==> config.mk <==
export PLATFORM = sky130hd
export DESIGN_NAME = asr_status
export DESIGN_NICKNAME = d
export VERILOG_FILES = /design/src/core/asr_pkg.sv /design/src/core/asr_status.sv /design/src/core/asr_sticky.sv
export VERILOG_INCLUDE_DIRS = /design/src /design/src/core
export SDC_FILE = /design/constraint.sdc
export NUM_CORES = 1
export LEC_CHECK = 0
export ABC_CLOCK_PERIOD_IN_PS = 1750
export BUFFER_PORTS_ARGS = -buffer_cell sky130_fd_sc_hd__buf_2
export CELL_PAD_IN_SITES_DETAIL_PLACEMENT = 0
export CELL_PAD_IN_SITES_GLOBAL_PLACEMENT = 1
export CORE_UTILIZATION = 38
export CTS_CLUSTER_DIAMETER = 60
export DETAILED_ROUTE_END_ITERATION = 7
export PLACE_DENSITY_LB_ADDON = 0.12
export SETUP_SLACK_MARGIN = 0.3
export SKIP_CTS_REPAIR_TIMING = 1
export SYNTH_ARGS = -nofsm -noshare
export SYNTH_HDL_FRONTEND = slang
export SYNTH_HIERARCHICAL = 1
export SYNTH_SLANG_ARGS = --single-unit
==> constraint.sdc <==
create_clock -name sys_clk -period 1.75 [get_ports sys_clk]
set_input_delay 0.175 -clock sys_clk [delete_from_list [all_inputs] [get_ports sys_clk]]
set_output_delay 0.175 -clock sys_clk [all_outputs]
set_load 0.05 [all_outputs]
==> src/core/asr_cfg.svh <==
// Constants for the alert source status register block.
// Assumes it is included by bare name from the package and design files.
`ifndef ASR_CFG_SVH
`define ASR_CFG_SVH

`define ASR_OFFSET      8'h20
`define ASR_RESET_VALUE 8'h80
`define ASR_BIT_UNASSIGNED 7
`define ASR_BIT_PARITY  6
`define ASR_BIT_ECC     5
`define ASR_BIT_FORCE   4
`define ASR_BIT_OVERHEAT 3
`define ASR_BIT_SLEEP   2
`define ASR_BIT_OTB     1
`define ASR_BIT_OTA     0
`define ASR_W1C_MASK    8'h6F
`define ASR_ZERO        8'h00

`endif

==> src/core/asr_pkg.sv <==
// Types shared by the alert source status register block.
// Assumes asr_cfg.svh sits on the include path.
`include "asr_cfg.svh"

package asr_pkg;
   typedef logic [7:0] asr_byte_t;   // One register byte
   typedef logic [7:0] asr_addr_t;   // Register address
endpackage

==> src/core/asr_status.sv <==
// Alert source status register with warning output and summary bit.
// Assumes a simple synchronous register port from the serial interface
// and synchronous condition inputs from the rest of the device.
//
// Contract
// - Bit 7 is forced to 1 while the address-assigned control bit is 0.
// - Bit 7 clears only after address assigned, then host writes 1, then 0.
// - Bit 7 reads 1 after reset, 0 only once the clear sequence completes.
// - Bit 6 sets when protected configuration group fails validation.
// - Bit 5 sets on uncorrectable OTP double-bit error, not on corrected single.
// - Bit 4 written 1 forces warning, 0 releases; resets to 0.
// - Bit 3 sets while die temperature exceeds shutdown threshold; default 0.
// - Bit 2 sets only on sleep entry; stays clear while sleep stays set.
// - Bit 1 sets when sensor B over trip; 0 when disabled.
// - Bit 0 sets when sensor A over trip; 0 when disabled.
// - All flags but bits 7 and 4 clear on write 1; bit 4 freely written.
// - Any set flag drives warning output and main status summary bit.
`timescale 1ns/100ps
`include "asr_cfg.svh"

module asr_status
(
   input  wire logic              sys_clk,          // Core clock, 250 MHz
   input  wire logic              reset,            // Async reset, active high
   input  wire logic              ce,               // Clock enable
   input  wire logic              reg_wr,           // Register write strobe
   input  wire logic              reg_rd,           // Register read strobe
   input  wire asr_pkg::asr_addr_t reg_addr,        // Register address
   input  wire asr_pkg::asr_byte_t reg_wdata,       // Write data
   output asr_pkg::asr_byte_t     reg_rdata,        // Read data, registered
   input  wire logic              address_assigned, // Address control bit
   input  wire logic              config_invalid,   // Protected group check failed
   input  wire logic              ecc_double_err,   // Uncorrectable OTP error
   input  wire logic              die_overheat,     // Die above shutdown temp
   input  wire logic              sleep_ctrl,       // Sleep control bit
   input  wire logic              sensor_a_over,    // Sensor A above trip level
   input  wire logic              sensor_b_over,    // Sensor B above trip level
   input  wire logic              sensor_a_input_enable, // Sensor A enable
   input  wire logic              sensor_b_input_enable, // Sensor B enable
   output logic                   warning_out,      // Warning output, high active
   output logic                   warning_summary   // Main status summary bit
);
   import asr_pkg::*;

   // -----------------------------------------------------------------
   // Decode
   // -----------------------------------------------------------------
   asr_byte_t  sticky;
   asr_byte_t  status;
   logic       address_unassigned_flag;
   logic       clr_armed;
   logic       force_warn;
   logic       sleep_prev;

   wire logic      wr_hit     = reg_wr && (reg_addr == `ASR_OFFSET);
   wire logic      rd_hit     = reg_rd && (reg_addr == `ASR_OFFSET);
   wire asr_byte_t wr_ones    = wr_hit ? reg_wdata : `ASR_ZERO;
   wire logic      sleep_rise = sleep_ctrl && !sleep_prev;
   wire logic      addr_wr1   = wr_hit && reg_wdata[`ASR_BIT_UNASSIGNED];
   wire logic      addr_wr0   = wr_hit && !reg_wdata[`ASR_BIT_UNASSIGNED];

   // Set vector; bits 7 and 4 are not sticky flags
   asr_byte_t set_vec;
   asr_byte_t clr_vec;
   always_comb
   begin
      set_vec                  = `ASR_ZERO;
      set_vec[`ASR_BIT_PARITY] = config_invalid;
      set_vec[`ASR_BIT_ECC]    = ecc_double_err;
      set_vec[`ASR_BIT_OVERHEAT] = die_overheat;
      set_vec[`ASR_BIT_SLEEP]  = sleep_rise;
      set_vec[`ASR_BIT_OTB]    = sensor_b_over && sensor_b_input_enable;
      set_vec[`ASR_BIT_OTA]    = sensor_a_over && sensor_a_input_enable;
      clr_vec                  = wr_ones & `ASR_W1C_MASK;
      clr_vec[`ASR_BIT_OTB]    = wr_ones[`ASR_BIT_OTB] || !sensor_b_input_enable;
      clr_vec[`ASR_BIT_OTA]    = wr_ones[`ASR_BIT_OTA] || !sensor_a_input_enable;
   end

   asr_sticky #(.W(8)) u_sticky
   (
      .sys_clk (sys_clk),
      .reset   (reset),
      .ce      (ce),
      .set_vec (set_vec),
      .clr_vec (clr_vec),
      .flags   (sticky)
   );

   // Readable byte as the host sees it
   always_comb
   begin
      status                  = sticky;
      status[`ASR_BIT_UNASSIGNED] = address_unassigned_flag;
      status[`ASR_BIT_FORCE]  = force_warn;
   end

   // -----------------------------------------------------------------
   // Address flag, force bit and sleep edge
   // -----------------------------------------------------------------
   // Arming needs the address first, so a 1-then-0 pair written before
   // assignment never clears the flag; losing the address re-raises it
   wire logic next_clr_armed       = !address_assigned ? 1'b0 :
                                     addr_wr1 ? 1'b1 : (addr_wr0 ? 1'b0 : clr_armed);
   wire logic next_unassigned_flag = !address_assigned ? 1'b1 :
                                     (clr_armed && addr_wr0) ? 1'b0 :
                                     address_unassigned_flag;

   always_ff @(posedge sys_clk or posedge reset)
   begin
      if (reset)
      begin
         address_unassigned_flag <= 1'b1;
         clr_armed               <= 1'b0;
         force_warn              <= 1'b0;
         sleep_prev              <= 1'b0;
      end
      else if (ce)
      begin
         address_unassigned_flag <= next_unassigned_flag;
         clr_armed               <= next_clr_armed;
         if (wr_hit)
            force_warn <= reg_wdata[`ASR_BIT_FORCE];
         sleep_prev              <= sleep_ctrl;
      end
   end

   // -----------------------------------------------------------------
   // Outputs
   // -----------------------------------------------------------------
   // Warning follows the byte one cycle later; force is part of the byte
   always_ff @(posedge sys_clk or posedge reset)
   begin
      if (reset)
      begin
         warning_out     <= 1'b0;
         warning_summary <= 1'b0;
         reg_rdata       <= `ASR_ZERO;
      end
      else if (ce)
      begin
         warning_out     <= |status;
         warning_summary <= |status;
         reg_rdata       <= rd_hit ? status : `ASR_ZERO;
      end
   end

   // -----------------------------------------------------------------
   // Assertions
   // -----------------------------------------------------------------
   // Address flag: forced while unassigned, cleared only by the armed pair
   a_flag_follows_addr: assert property (@(posedge sys_clk) disable iff (reset)
      ce && !address_assigned |=> address_unassigned_flag)
      else $error("unassigned flag not raised");
   a_flag_needs_seq: assert property (@(posedge sys_clk) disable iff (reset)
      ce && address_unassigned_flag && !(clr_armed && addr_wr0) |=> address_unassigned_flag)
      else $error("unassigned flag cleared without sequence");
   a_flag_clears: assert property (@(posedge sys_clk) disable iff (reset)
      ce && address_assigned && clr_armed && addr_wr0 |=> !address_unassigned_flag)
      else $error("unassigned flag not cleared by sequence");

   // Register port: read data stands one cycle and is zero otherwise
   a_rdata_read: assert property (@(posedge sys_clk) disable iff (reset)
      ce && rd_hit |=> reg_rdata == $past(status))
      else $error("read data differs from status byte");
   a_rdata_idle: assert property (@(posedge sys_clk) disable iff (reset)
      ce && !rd_hit |=> reg_rdata == `ASR_ZERO)
      else $error("read data not zero without read");

   // Sticky flags; set must win even when a clear lands in the same cycle
   a_parity_set: assert property (@(posedge sys_clk) disable iff (reset)
      ce && config_invalid |=> status[`ASR_BIT_PARITY])
      else $error("parity flag not set");
   a_ecc_set: assert property (@(posedge sys_clk) disable iff (reset)
      ce && ecc_double_err |=> status[`ASR_BIT_ECC])
      else $error("ecc flag not set");
   a_force_write: assert property (@(posedge sys_clk) disable iff (reset)
      ce && wr_hit |=> force_warn == $past(reg_wdata[`ASR_BIT_FORCE]))
      else $error("force bit not written");
   a_force_hold: assert property (@(posedge sys_clk) disable iff (reset)
      ce && !wr_hit |=> $stable(force_warn))
      else $error("force bit changed without write");
   a_sleep_rise: assert property (@(posedge sys_clk) disable iff (reset)
      ce && sleep_rise |=> status[`ASR_BIT_SLEEP])
      else $error("sleep flag not set on entry");
   a_sleep_edge: assert property (@(posedge sys_clk) disable iff (reset)
      ce && sleep_prev && sleep_ctrl && !status[`ASR_BIT_SLEEP] |=> !status[`ASR_BIT_SLEEP])
      else $error("sleep flag re-raised");
   // Sensor flags: set only while enabled, wiped when disabled
   a_ota_set: assert property (@(posedge sys_clk) disable iff (reset)
      ce && sensor_a_over && sensor_a_input_enable |=> status[`ASR_BIT_OTA])
      else $error("sensor a flag not set");
   a_otb_set: assert property (@(posedge sys_clk) disable iff (reset)
      ce && sensor_b_over && sensor_b_input_enable |=> status[`ASR_BIT_OTB])
      else $error("sensor b flag not set");
   a_ota_disabled: assert property (@(posedge sys_clk) disable iff (reset)
      ce && !sensor_a_input_enable |=> !status[`ASR_BIT_OTA])
      else $error("sensor a flag set while disabled");
   a_otb_disabled: assert property (@(posedge sys_clk) disable iff (reset)
      ce && !sensor_b_input_enable |=> !status[`ASR_BIT_OTB])
      else $error("sensor b flag set while disabled");
   a_overheat_set: assert property (@(posedge sys_clk) disable iff (reset)
      ce && die_overheat |=> status[`ASR_BIT_OVERHEAT])
      else $error("die overheat flag not set");
   a_w1c_clear: assert property (@(posedge sys_clk) disable iff (reset)
      ce && wr_hit && reg_wdata[`ASR_BIT_ECC] && !ecc_double_err |=> !status[`ASR_BIT_ECC])
      else $error("ecc flag not cleared by write");
   a_warn_level: assert property (@(posedge sys_clk) disable iff (reset)
      ce |=> warning_out == $past(|status))
      else $error("warning does not follow flags");
   a_warn_release: assert property (@(posedge sys_clk) disable iff (reset)
      ce && force_warn |=> warning_out)
      else $error("warning released while forced");

   // Warning pin and summary bit; a frozen clock enable must not drop them
   a_warn_off: assert property (@(posedge sys_clk) disable iff (reset)
      ce && (status == `ASR_ZERO) |=> !warning_out)
      else $error("warning held with no flag set");
   a_summary_match: assert property (@(posedge sys_clk) disable iff (reset)
      warning_summary == warning_out)
      else $error("summary bit differs from warning");
   a_ce_freeze: assert property (@(posedge sys_clk) disable iff (reset)
      !ce |=> $stable(warning_out) && $stable(reg_rdata) && $stable(sticky))
      else $error("state moved while clock enable low");
endmodule // asr_status

==> src/core/asr_sticky.sv <==
// Bank of sticky flags: set inputs win over clear inputs in the same cycle.
// Assumes synchronous set and clear vectors and one clock domain.
`timescale 1ns/100ps
`include "asr_cfg.svh"

module asr_sticky
#(
   parameter int W = 8                     // Number of flags
)
(
   input  wire logic         sys_clk,      // Core clock
   input  wire logic         reset,        // Async reset, active high
   input  wire logic         ce,           // Clock enable, freezes state
   input  wire logic [W-1:0] set_vec,      // Flags to set
   input  wire logic [W-1:0] clr_vec,      // Flags to clear
   output logic      [W-1:0] flags         // Current flags
);
   // -----------------------------------------------------------------
   // Flag storage
   // -----------------------------------------------------------------
   wire logic [W-1:0] next_flags = (flags & ~clr_vec) | set_vec;

   // Set is or-ed in last so an event coinciding with a clear survives
   always_ff @(posedge sys_clk or posedge reset)
   begin
      if (reset)
         flags <= '0;
      else if (ce)
         flags <= next_flags;
   end
endmodule // asr_sticky

# After elaboration in Yosys (flattened, before gate mapping)

Index checks and enable logic that the tools add are counted.

Register bits: 21
Input port bits: 30
Output and inout bits: 10
Logic and storage cells: 38

Equality and inequality tests: 3
Mux-type cells: 7
Bitwise gates (word level): 3
Reduce and logical (&&, ||, !) cells: 18

Operators with widths:

| cell                                                                  | number |
|---|---|
| 8-bit bitwise AND                                                     | 1 |
| 8-bit by 6-bit equality test with 1-bit output, second input constant | 1 |
| 1-bit logical AND                                                     | 8 |
| 8-bit 2-to-1 mux                                                      | 1 |
| 7-bit NOT with 8-bit output                                           | 1 |
| 8-bit by 7-bit bitwise OR with 8-bit output                           | 1 |
| 8-bit OR reduction                                                    | 1 |
| 7-bit 2-to-1 mux                                                      | 1 |
| 2-bit AND reduction                                                   | 3 |
| 1-bit 2-to-1 mux                                                      | 5 |
| 1-bit logical NOT                                                     | 4 |
| 3-bit by 1-bit != test with 1-bit output, second input constant       | 1 |
| 1-bit logical OR                                                      | 2 |
| 2-bit by 1-bit != test with 1-bit output, second input constant       | 1 |

# Depth between registers and ports, before layout

Gate-level depths: netlist of run 1.

Depth in word-level cells: 7
Depth in mapped cells: 5
Depth with buffers taken out: 5

# Modules after synthesis

Netlist of run 1, hierarchy kept.

By module, submodules not included:

| module     | instances | cells each | area an instance (µm²) | seq. area each (µm²) |
|---|---|---|---|---|
| asr_status | 1         | 63         | 671.9                  | 326.6 |
| asr_sticky | 1         | 27         | 340.3                  | 200.2 |

# Least setup slack after synthesis of run 1

Ideal clock, no wire load.

Kind: in2reg
Start point: in reg_addr[1]
End point: reg force_warn
Setup time: 0.125 ns
Arrival time: 1.066 ns
Required time: 1.625 ns
Setup slack: 0.559 ns
Cell stages on the path: 3
Buffers on the path: 0
Path through: nor4b_4 > and4_4 > mux2_4

Word-level cells in the longest chain between the ends: 3

RTL lines:

| what                                                     | RTL line          | text |
|---|---|---|
| from (decl)                                              | asr_status.sv:28  | `input wire asr_pkg::asr_addr_t reg_addr,` |
| 8-bit by 6-bit equality test with 1-bit output (no line) | n/a               |  |
| 1-bit logical AND                                        | asr_status.sv:55  | `` wire logic wr_hit = reg_wr && (reg_addr == `ASR_OFFSET); `` |
| 2-bit AND reduction (no line)                            | n/a               |  |
| to (signal assigned)                                     | asr_status.sv:122 | `` force_warn <= reg_wdata[`ASR_BIT_FORCE]; `` |
| to (decl)                                                | asr_status.sv:52  | `logic force_warn;` |

No other way between the ends.
A chain may end at the register's enable or synchronous reset.

# Worst setup path in the final report of run 1

Start point: reg warning_summary
End point: out warning_summary

RTL lines:

| what                   | RTL line          | text |
|---|---|---|
| from (decl)            | asr_status.sv:41  | `output logic warning_summary` |
| from (signal assigned) | asr_status.sv:142 | `warning_summary <= \|status;` |

No word-level cell between the ends.

==> impl_metrics.env, run 1 <==
export IMPL_status="finished, final reports clean"
export IMPL_rr_startpoint="force_warn$_DFFE_PP0P_"
export IMPL_grt_pass1_vias=756
export IMPL_antenna_found_initial=0
export IMPL_rows=17
export IMPL_grt_ovfl_total=0
export IMPL_synth_avg_cell_area_um2=11.2
export IMPL_power_density_mw_per_mm2=654
export IMPL_num_vias=759
export IMPL_numPortBuffers=39
export IMPL_fp_coreArea_mm2=0.00225
export IMPL_cts_sinks=19
export IMPL_syn_inst=83
export IMPL_path_clk_slew_ns=0.11
export IMPL_clock_tree_root_cell="clkbuf_4"
export IMPL_synth_warnings=6
export IMPL_grt_use_total_pct=17.5
export IMPL_dp_cells=147
export IMPL_dr_pass1_iters=4
export IMPL_crit_buf_inv=1
export IMPL_crit_path_start_kind="flop"
export IMPL_setup_viol=0
export IMPL_fin_crit_sh_pct=63.4
export IMPL_finClkSkew_ns=0.00452
export IMPL_swShare_pct=23.9
export IMPL_gp_congestion=0.671
export IMPL_wirelength_um=1980
export IMPL_drtIter0Drc=12
export IMPL_cpMaxStageDelayCell="dfrtp_1"
export IMPL_drtAntennaViolNets=0
export IMPL_rsz0062_at_grt="no"
export IMPL_switching_power_w=0.000182
export IMPL_seq_power_share_pct=59.9
export IMPL_p_leak_nw=0.578
export IMPL_cts_buffer_depth=2
export IMPL_cp_cell_sequence="buf_2"
export IMPL_hold_path_class="in2reg"
export IMPL_grt_max_degree=16
export IMPL_drive_above_1_share_pct=41.9
export IMPL_layout_commonest_cell="buf_2"
export IMPL_endpoint_kind="primary output"
export IMPL_wl_per_cell_um=13.0
export IMPL_vdd_drop_max_v=0.000386
export IMPL_nets=155
export IMPL_worstSetupPathType="reg2out"
export IMPL_cp_startpoint="warning_summary$_DFFE_PP0P_"
export IMPL_post_route_drc_count=0
export IMPL_max_stage_delay_ns=0.38
export IMPL_area_growth_pct=24.8
export IMPL_final_cell_mix="39 x buf_2, 18 x dfrtp_1, 15 x nand2_1"
export IMPL_cts_tree="built"
export IMPL_fin_setup_tns_ns=0
export IMPL_worst_pin_slew_ns=0.508
export IMPL_cts_inserted_buffers=3
export IMPL_via_per_inst=4.99
export IMPL_slew_violations=0
export IMPL_die_area_mm2=0.00266
export IMPL_die_x_um=51.6
export IMPL_clock_power_share_pct=28.4
export IMPL_p_comb_share_pct=11.8
export IMPL_crit_required_ns=1.57
export IMPL_cp_top_family="flip-flops"
export IMPL_chipHeight_um=51.6
export IMPL_cap_violations=0
export IMPL_path_max_fanout=3
export IMPL_finalNonFillerCells=152
export IMPL_start_util_pct=41.4
export IMPL_hold_viol=0
export IMPL_syn_num_nets=113
export IMPL_grt_pass1_wl_um=3350
export IMPL_ios=40
export IMPL_worstPathArrival_ns=0.93
export IMPL_place_hpwl_um=1570
export IMPL_fin_crit_ns=1.11
export IMPL_fmax_mhz=901
export IMPL_slew_headroom_pct=66.1
export IMPL_hp_start="config_invalid"
export IMPL_internal_power_w=0.000580
export IMPL_syn_cell_area_um2=933
export IMPL_htree_levels=1
export IMPL_clkLatencyLatePin_ns=0.29
export IMPL_n_antenna_cell=0
sequential cells by signal, indices dropped and copies added, names as in the netlist:
signal	flops
address_unassigned_flag	1
clr_armed	1
force_warn	1
reg_rdata	8
sleep_prev	1
u_sticky/flags	6
warning_summary	1
power by group through the flow:
stage | Clock, W | Sequential (W) | Combinational [W]
after detailed placement | 0 | 0.000465 | 0.0000905
after CTS | 0.000226 | 0.000457 | 0.0000905
final | 0.000216 | 0.000457 | 0.0000896
after floorplan | 0 | 0.000463 | 0.0000469
after global placement | 0 | 0.000465 | 0.0000880
after global routing | 0.000248 | 0.000458 | 0.000103
metrics by stage:
stage | hold WS, ns | worst slack (ns) | utilization, % | power [W] | instance area, um^2
after floorplan | -0.0340 | 0.559 | - | 0.000510 | 933
after global placement | 0.104 | 0.386 | 50.1 | 0.000553 | 1130
after detailed placement | 0.112 | 0.361 | 50.1 | 0.000556 | 1130
after CTS | -0.215 | 0.621 | 51.2 | 0.000773 | 1150
after global routing | 0.0967 | 0.592 | 51.7 | 0.000809 | 1160
final | 0.107 | 0.640 | 51.7 | 0.000762 | 1160
area by class of cell:
| class | instances | area (um^2) |
|---|---|---|
| Inverter | 3 | 11.3 |
| Clock buffer | 4 | 26.3 |
| Sequential cell | 19 | 477 |
| Multi-Input combinational cell | 57 | 403 |
| Tap cell | 28 | 35.0 |
| Fill cell | 230 | 1090 |
| Timing Repair Buffer | 41 | 213 |
layer usage:
layer	part of all wire (%)	global-route usage (%)	vias to the layer above	wire length, um
met3	4.2	5.56	2	84
met4	0.71	2.70	0	14
met2	51	30.7	16	1000
met5	0	0	-	0
met1	44	21.2	361	875
li1	-	-	380	-
worst paths after layout:
check	end	slack [ns]	cells past startpoint
max in group asynchronous	address_unassigned_flag$_DFFE_PP1P_	0.93	3
min reg2reg	reg_rdata[2]$_DFFE_PP0P_	0.49	1
max reg2reg	warning_summary$_DFFE_PP0P_	0.78	2
min	u_sticky/flags[6]$_DFFE_PP0P_	0.11	2
min in group asynchronous	u_sticky/flags[0]$_DFFE_PP0P_	0.33	3
max	warning_summary	0.64	1
No activity file was read; power rests on OpenSTA's default activity.
==> run 2: changes to the inputs <==
--- a/config.mk
+++ b/config.mk
@@ -6,11 +6,11 @@
 export SDC_FILE = /design/constraint.sdc
 export NUM_CORES = 1
 export LEC_CHECK = 0
-export ABC_CLOCK_PERIOD_IN_PS = 1750
+export ABC_CLOCK_PERIOD_IN_PS = 1100
 export BUFFER_PORTS_ARGS = -buffer_cell sky130_fd_sc_hd__buf_2
 export CELL_PAD_IN_SITES_DETAIL_PLACEMENT = 0
 export CELL_PAD_IN_SITES_GLOBAL_PLACEMENT = 1
-export CORE_UTILIZATION = 38
+export CORE_UTILIZATION = 35
 export CTS_CLUSTER_DIAMETER = 60
 export DETAILED_ROUTE_END_ITERATION = 7
 export PLACE_DENSITY_LB_ADDON = 0.12
==> constraint.sdc (replaced) <==
create_clock -name sys_clk -period 1.1 [get_ports sys_clk]
set_input_delay 0.11 -clock sys_clk [delete_from_list [all_inputs] [get_ports sys_clk]]
set_output_delay 0.11 -clock sys_clk [all_outputs]
set_load 0.05 [all_outputs]
==> run 2 against run 1 <==
  * Via count is 6.2% higher
  * Wire length is 15% higher
  * Critical path type unchanged
  * Cell count increased by 8.6%
  * First-iteration DRC count decreased by 67%
  * Largest power group unchanged
  * Non-clock buffer count rose by 11
  * Sequential power grew 58%
==> impl_metrics.env, run 2 (same netlist as run 1, synthesis figures left out) <==
export IMPL_rsz0062_at_grt="yes"
export IMPL_p_leak_nw=0.688
export IMPL_largest_reg_flops=8
export IMPL_wl_per_cell_um=13.8
export IMPL_htree_levels=1
export IMPL_num_vias=806
export IMPL_final_cell_mix="25 x buf_2, 17 x dfrtp_1, 16 x buf_6"
export IMPL_grt_ovfl_total=0
export IMPL_cts_sinks=19
export IMPL_cts_buffer_depth=2
export IMPL_crit_path_start_kind="flop"
export IMPL_reg_top3="reg_rdata: 8 flops, u_sticky/flags: 6 flops"
export IMPL_grt_max_degree=22
export IMPL_cp_cell_sequence="buf_6"
export IMPL_dr_pass1_iters=4
export IMPL_cpMaxStageDelayCell="dfrtp_2"
export IMPL_grt_pass1_wl_um=3220
export IMPL_max_stage_delay_ns=0.45
export IMPL_finalWorstSetupSlack_ns=0.0804
export IMPL_clock_tree_root_cell="clkbuf_4"
export IMPL_hold_viol=0
export IMPL_setup_viol=0
export IMPL_slew_violations=0
export IMPL_numPortBuffers=39
export IMPL_fp_coreArea_mm2=0.00250
export IMPL_dp_slack_ns=-0.229
export IMPL_place_area_mm2=0.00115
export IMPL_rows=18
export IMPL_area_growth_pct=56.3
export IMPL_chipHeight_um=53.6
export IMPL_wirelength_um=2280
export IMPL_slew_headroom_pct=66.6
export IMPL_finClkSkew_ns=0.0114
export IMPL_worstSetupPathType="reg2out"
export IMPL_antenna_found_initial=0
export IMPL_hold_path_class="in2reg"
export IMPL_grt_use_total_pct=16.1
export IMPL_cts_tree="built"
export IMPL_layout_commonest_cell="buf_2"
export IMPL_drtIter0Drc=4
export IMPL_stdcell_area_mm2=0.00146
export IMPL_die_x_um=53.6
export IMPL_cp_top_family="flip-flops"
export IMPL_path_clk_slew_ns=0.12
export IMPL_endpoint_kind="primary output"
export IMPL_status="finished, final reports clean"
export IMPL_fmax_mhz=981
export IMPL_cap_violations=0
export IMPL_regMostFlops="reg_rdata"
export IMPL_start_util_pct=37.3
export IMPL_power_density_mw_per_mm2=870
export IMPL_clkLatencyLatePin_ns=0.30
export IMPL_cts_inserted_buffers=3
export IMPL_vdd_drop_max_v=0.000690
export IMPL_crit_required_ns=0.99
export IMPL_worstPathArrival_ns=0.91
export IMPL_die_area_mm2=0.00288
export IMPL_place_hpwl_um=1560
export IMPL_fin_crit_ns=1.02
export IMPL_post_route_drc_count=0
export IMPL_worst_pin_slew_ns=0.501
export IMPL_drive_above_1_share_pct=58.5
export IMPL_path_max_fanout=3
export IMPL_via_per_inst=4.88
export IMPL_finish_utilization_pct=58.4
export IMPL_fin_crit_sh_pct=92.7
export IMPL_gp_congestion=0.720
export IMPL_crit_buf_inv=1
export IMPL_drtAntennaViolNets=0
export IMPL_n_antenna_cell=0
export IMPL_grt_pass1_vias=702
export IMPL_nets=166
export IMPL_ios=40
export IMPL_nFillCells=221
## run 2: cell count changes in the layout (fill, tap and decap cells not counted), moves of 2 or more
cell / previous run / this run
nand2_1: 15 / 12
buf_6: 0 / 16
nand2_2: 2 / 4
buf_2: 39 / 25
o2bb2ai_1: 8 / 1
and2_4: 0 / 3
buf_4: 1 / 10
o2bb2ai_4: 0 / 3
and2_1: 6 / 3
o2bb2ai_2: 0 / 4
## run 2: layout make-up
cell class,instances,area (um^2),share of cell area [%]
clock buffers,3,22.5,1.54
clock inverters,1,5.00,0.343
flip-flops and latches,19,478,32.8
inverters,3,11.3,0.772
well taps,30,37.5,2.57
multi-input cells,57,514,35.2
repair buffers,52,390,26.8
## run 2: report_power, final
group / total, W / internal [W] / switching (W)
Clock: 0.000358 / 0.000135 / 0.000222
Sequential: 0.000724 / 0.000713 / 0.0000111
Combinational: 0.000187 / 0.0000930 / 0.0000942
## run 2: stage by stage
stage	total power, W	hold slack (ns)	instances	setup TNS [ns]
6_report	0.00127	0.0338	165	0
3_3_place_gp	0.000880	0.0444	151	-1.22
4_1_cts	0.00125	-0.297	155	0
2_1_floorplan	0.000811	-0.0990	83	-0.0772
3_5_place_dp	0.000883	0.0489	151	-1.37
5_1_grt	0.00135	0.0129	165	0
## run 2: final timing paths
kind                                          startpoint                                   to  slack, ns  cells past startpoint
setup / recovery             warning_summary$_DFFE_PP0P_                          warning_out       0.08                      1
hold / removal                              die_overheat        u_sticky/flags[3]$_DFFE_PP0P_       0.03                      2
setup reg to reg           u_sticky/flags[5]$_DFFE_PP0P_          warning_summary$_DFFE_PP0P_       0.20                      2
hold reg to reg                   sleep_prev$_DFFE_PP0P_               sleep_prev$_DFFE_PP0P_       0.52                      1
max in group asynchronous                          reset  address_unassigned_flag$_DFFE_PP1P_       0.35                      3
min in group asynchronous                          reset        u_sticky/flags[1]$_DFFE_PP0P_       0.27                      3
## run 2: metal layers
layer,vias to the layer above,part of all wire [%],track usage [%],routed length (um)
li1,402,-,-,-
met1,384,46,20.2,1040
met2,20,50,25.4,1150
met3,0,4.0,5.65,91
met4,0,0,5.26,0
met5,-,0,0,0
## run 2: worst register-to-register path: stages, from the launching register on
cell and delay (ns):
dfrtp_1 0.44, nor4_1 0.24, a31oi_1 0.11
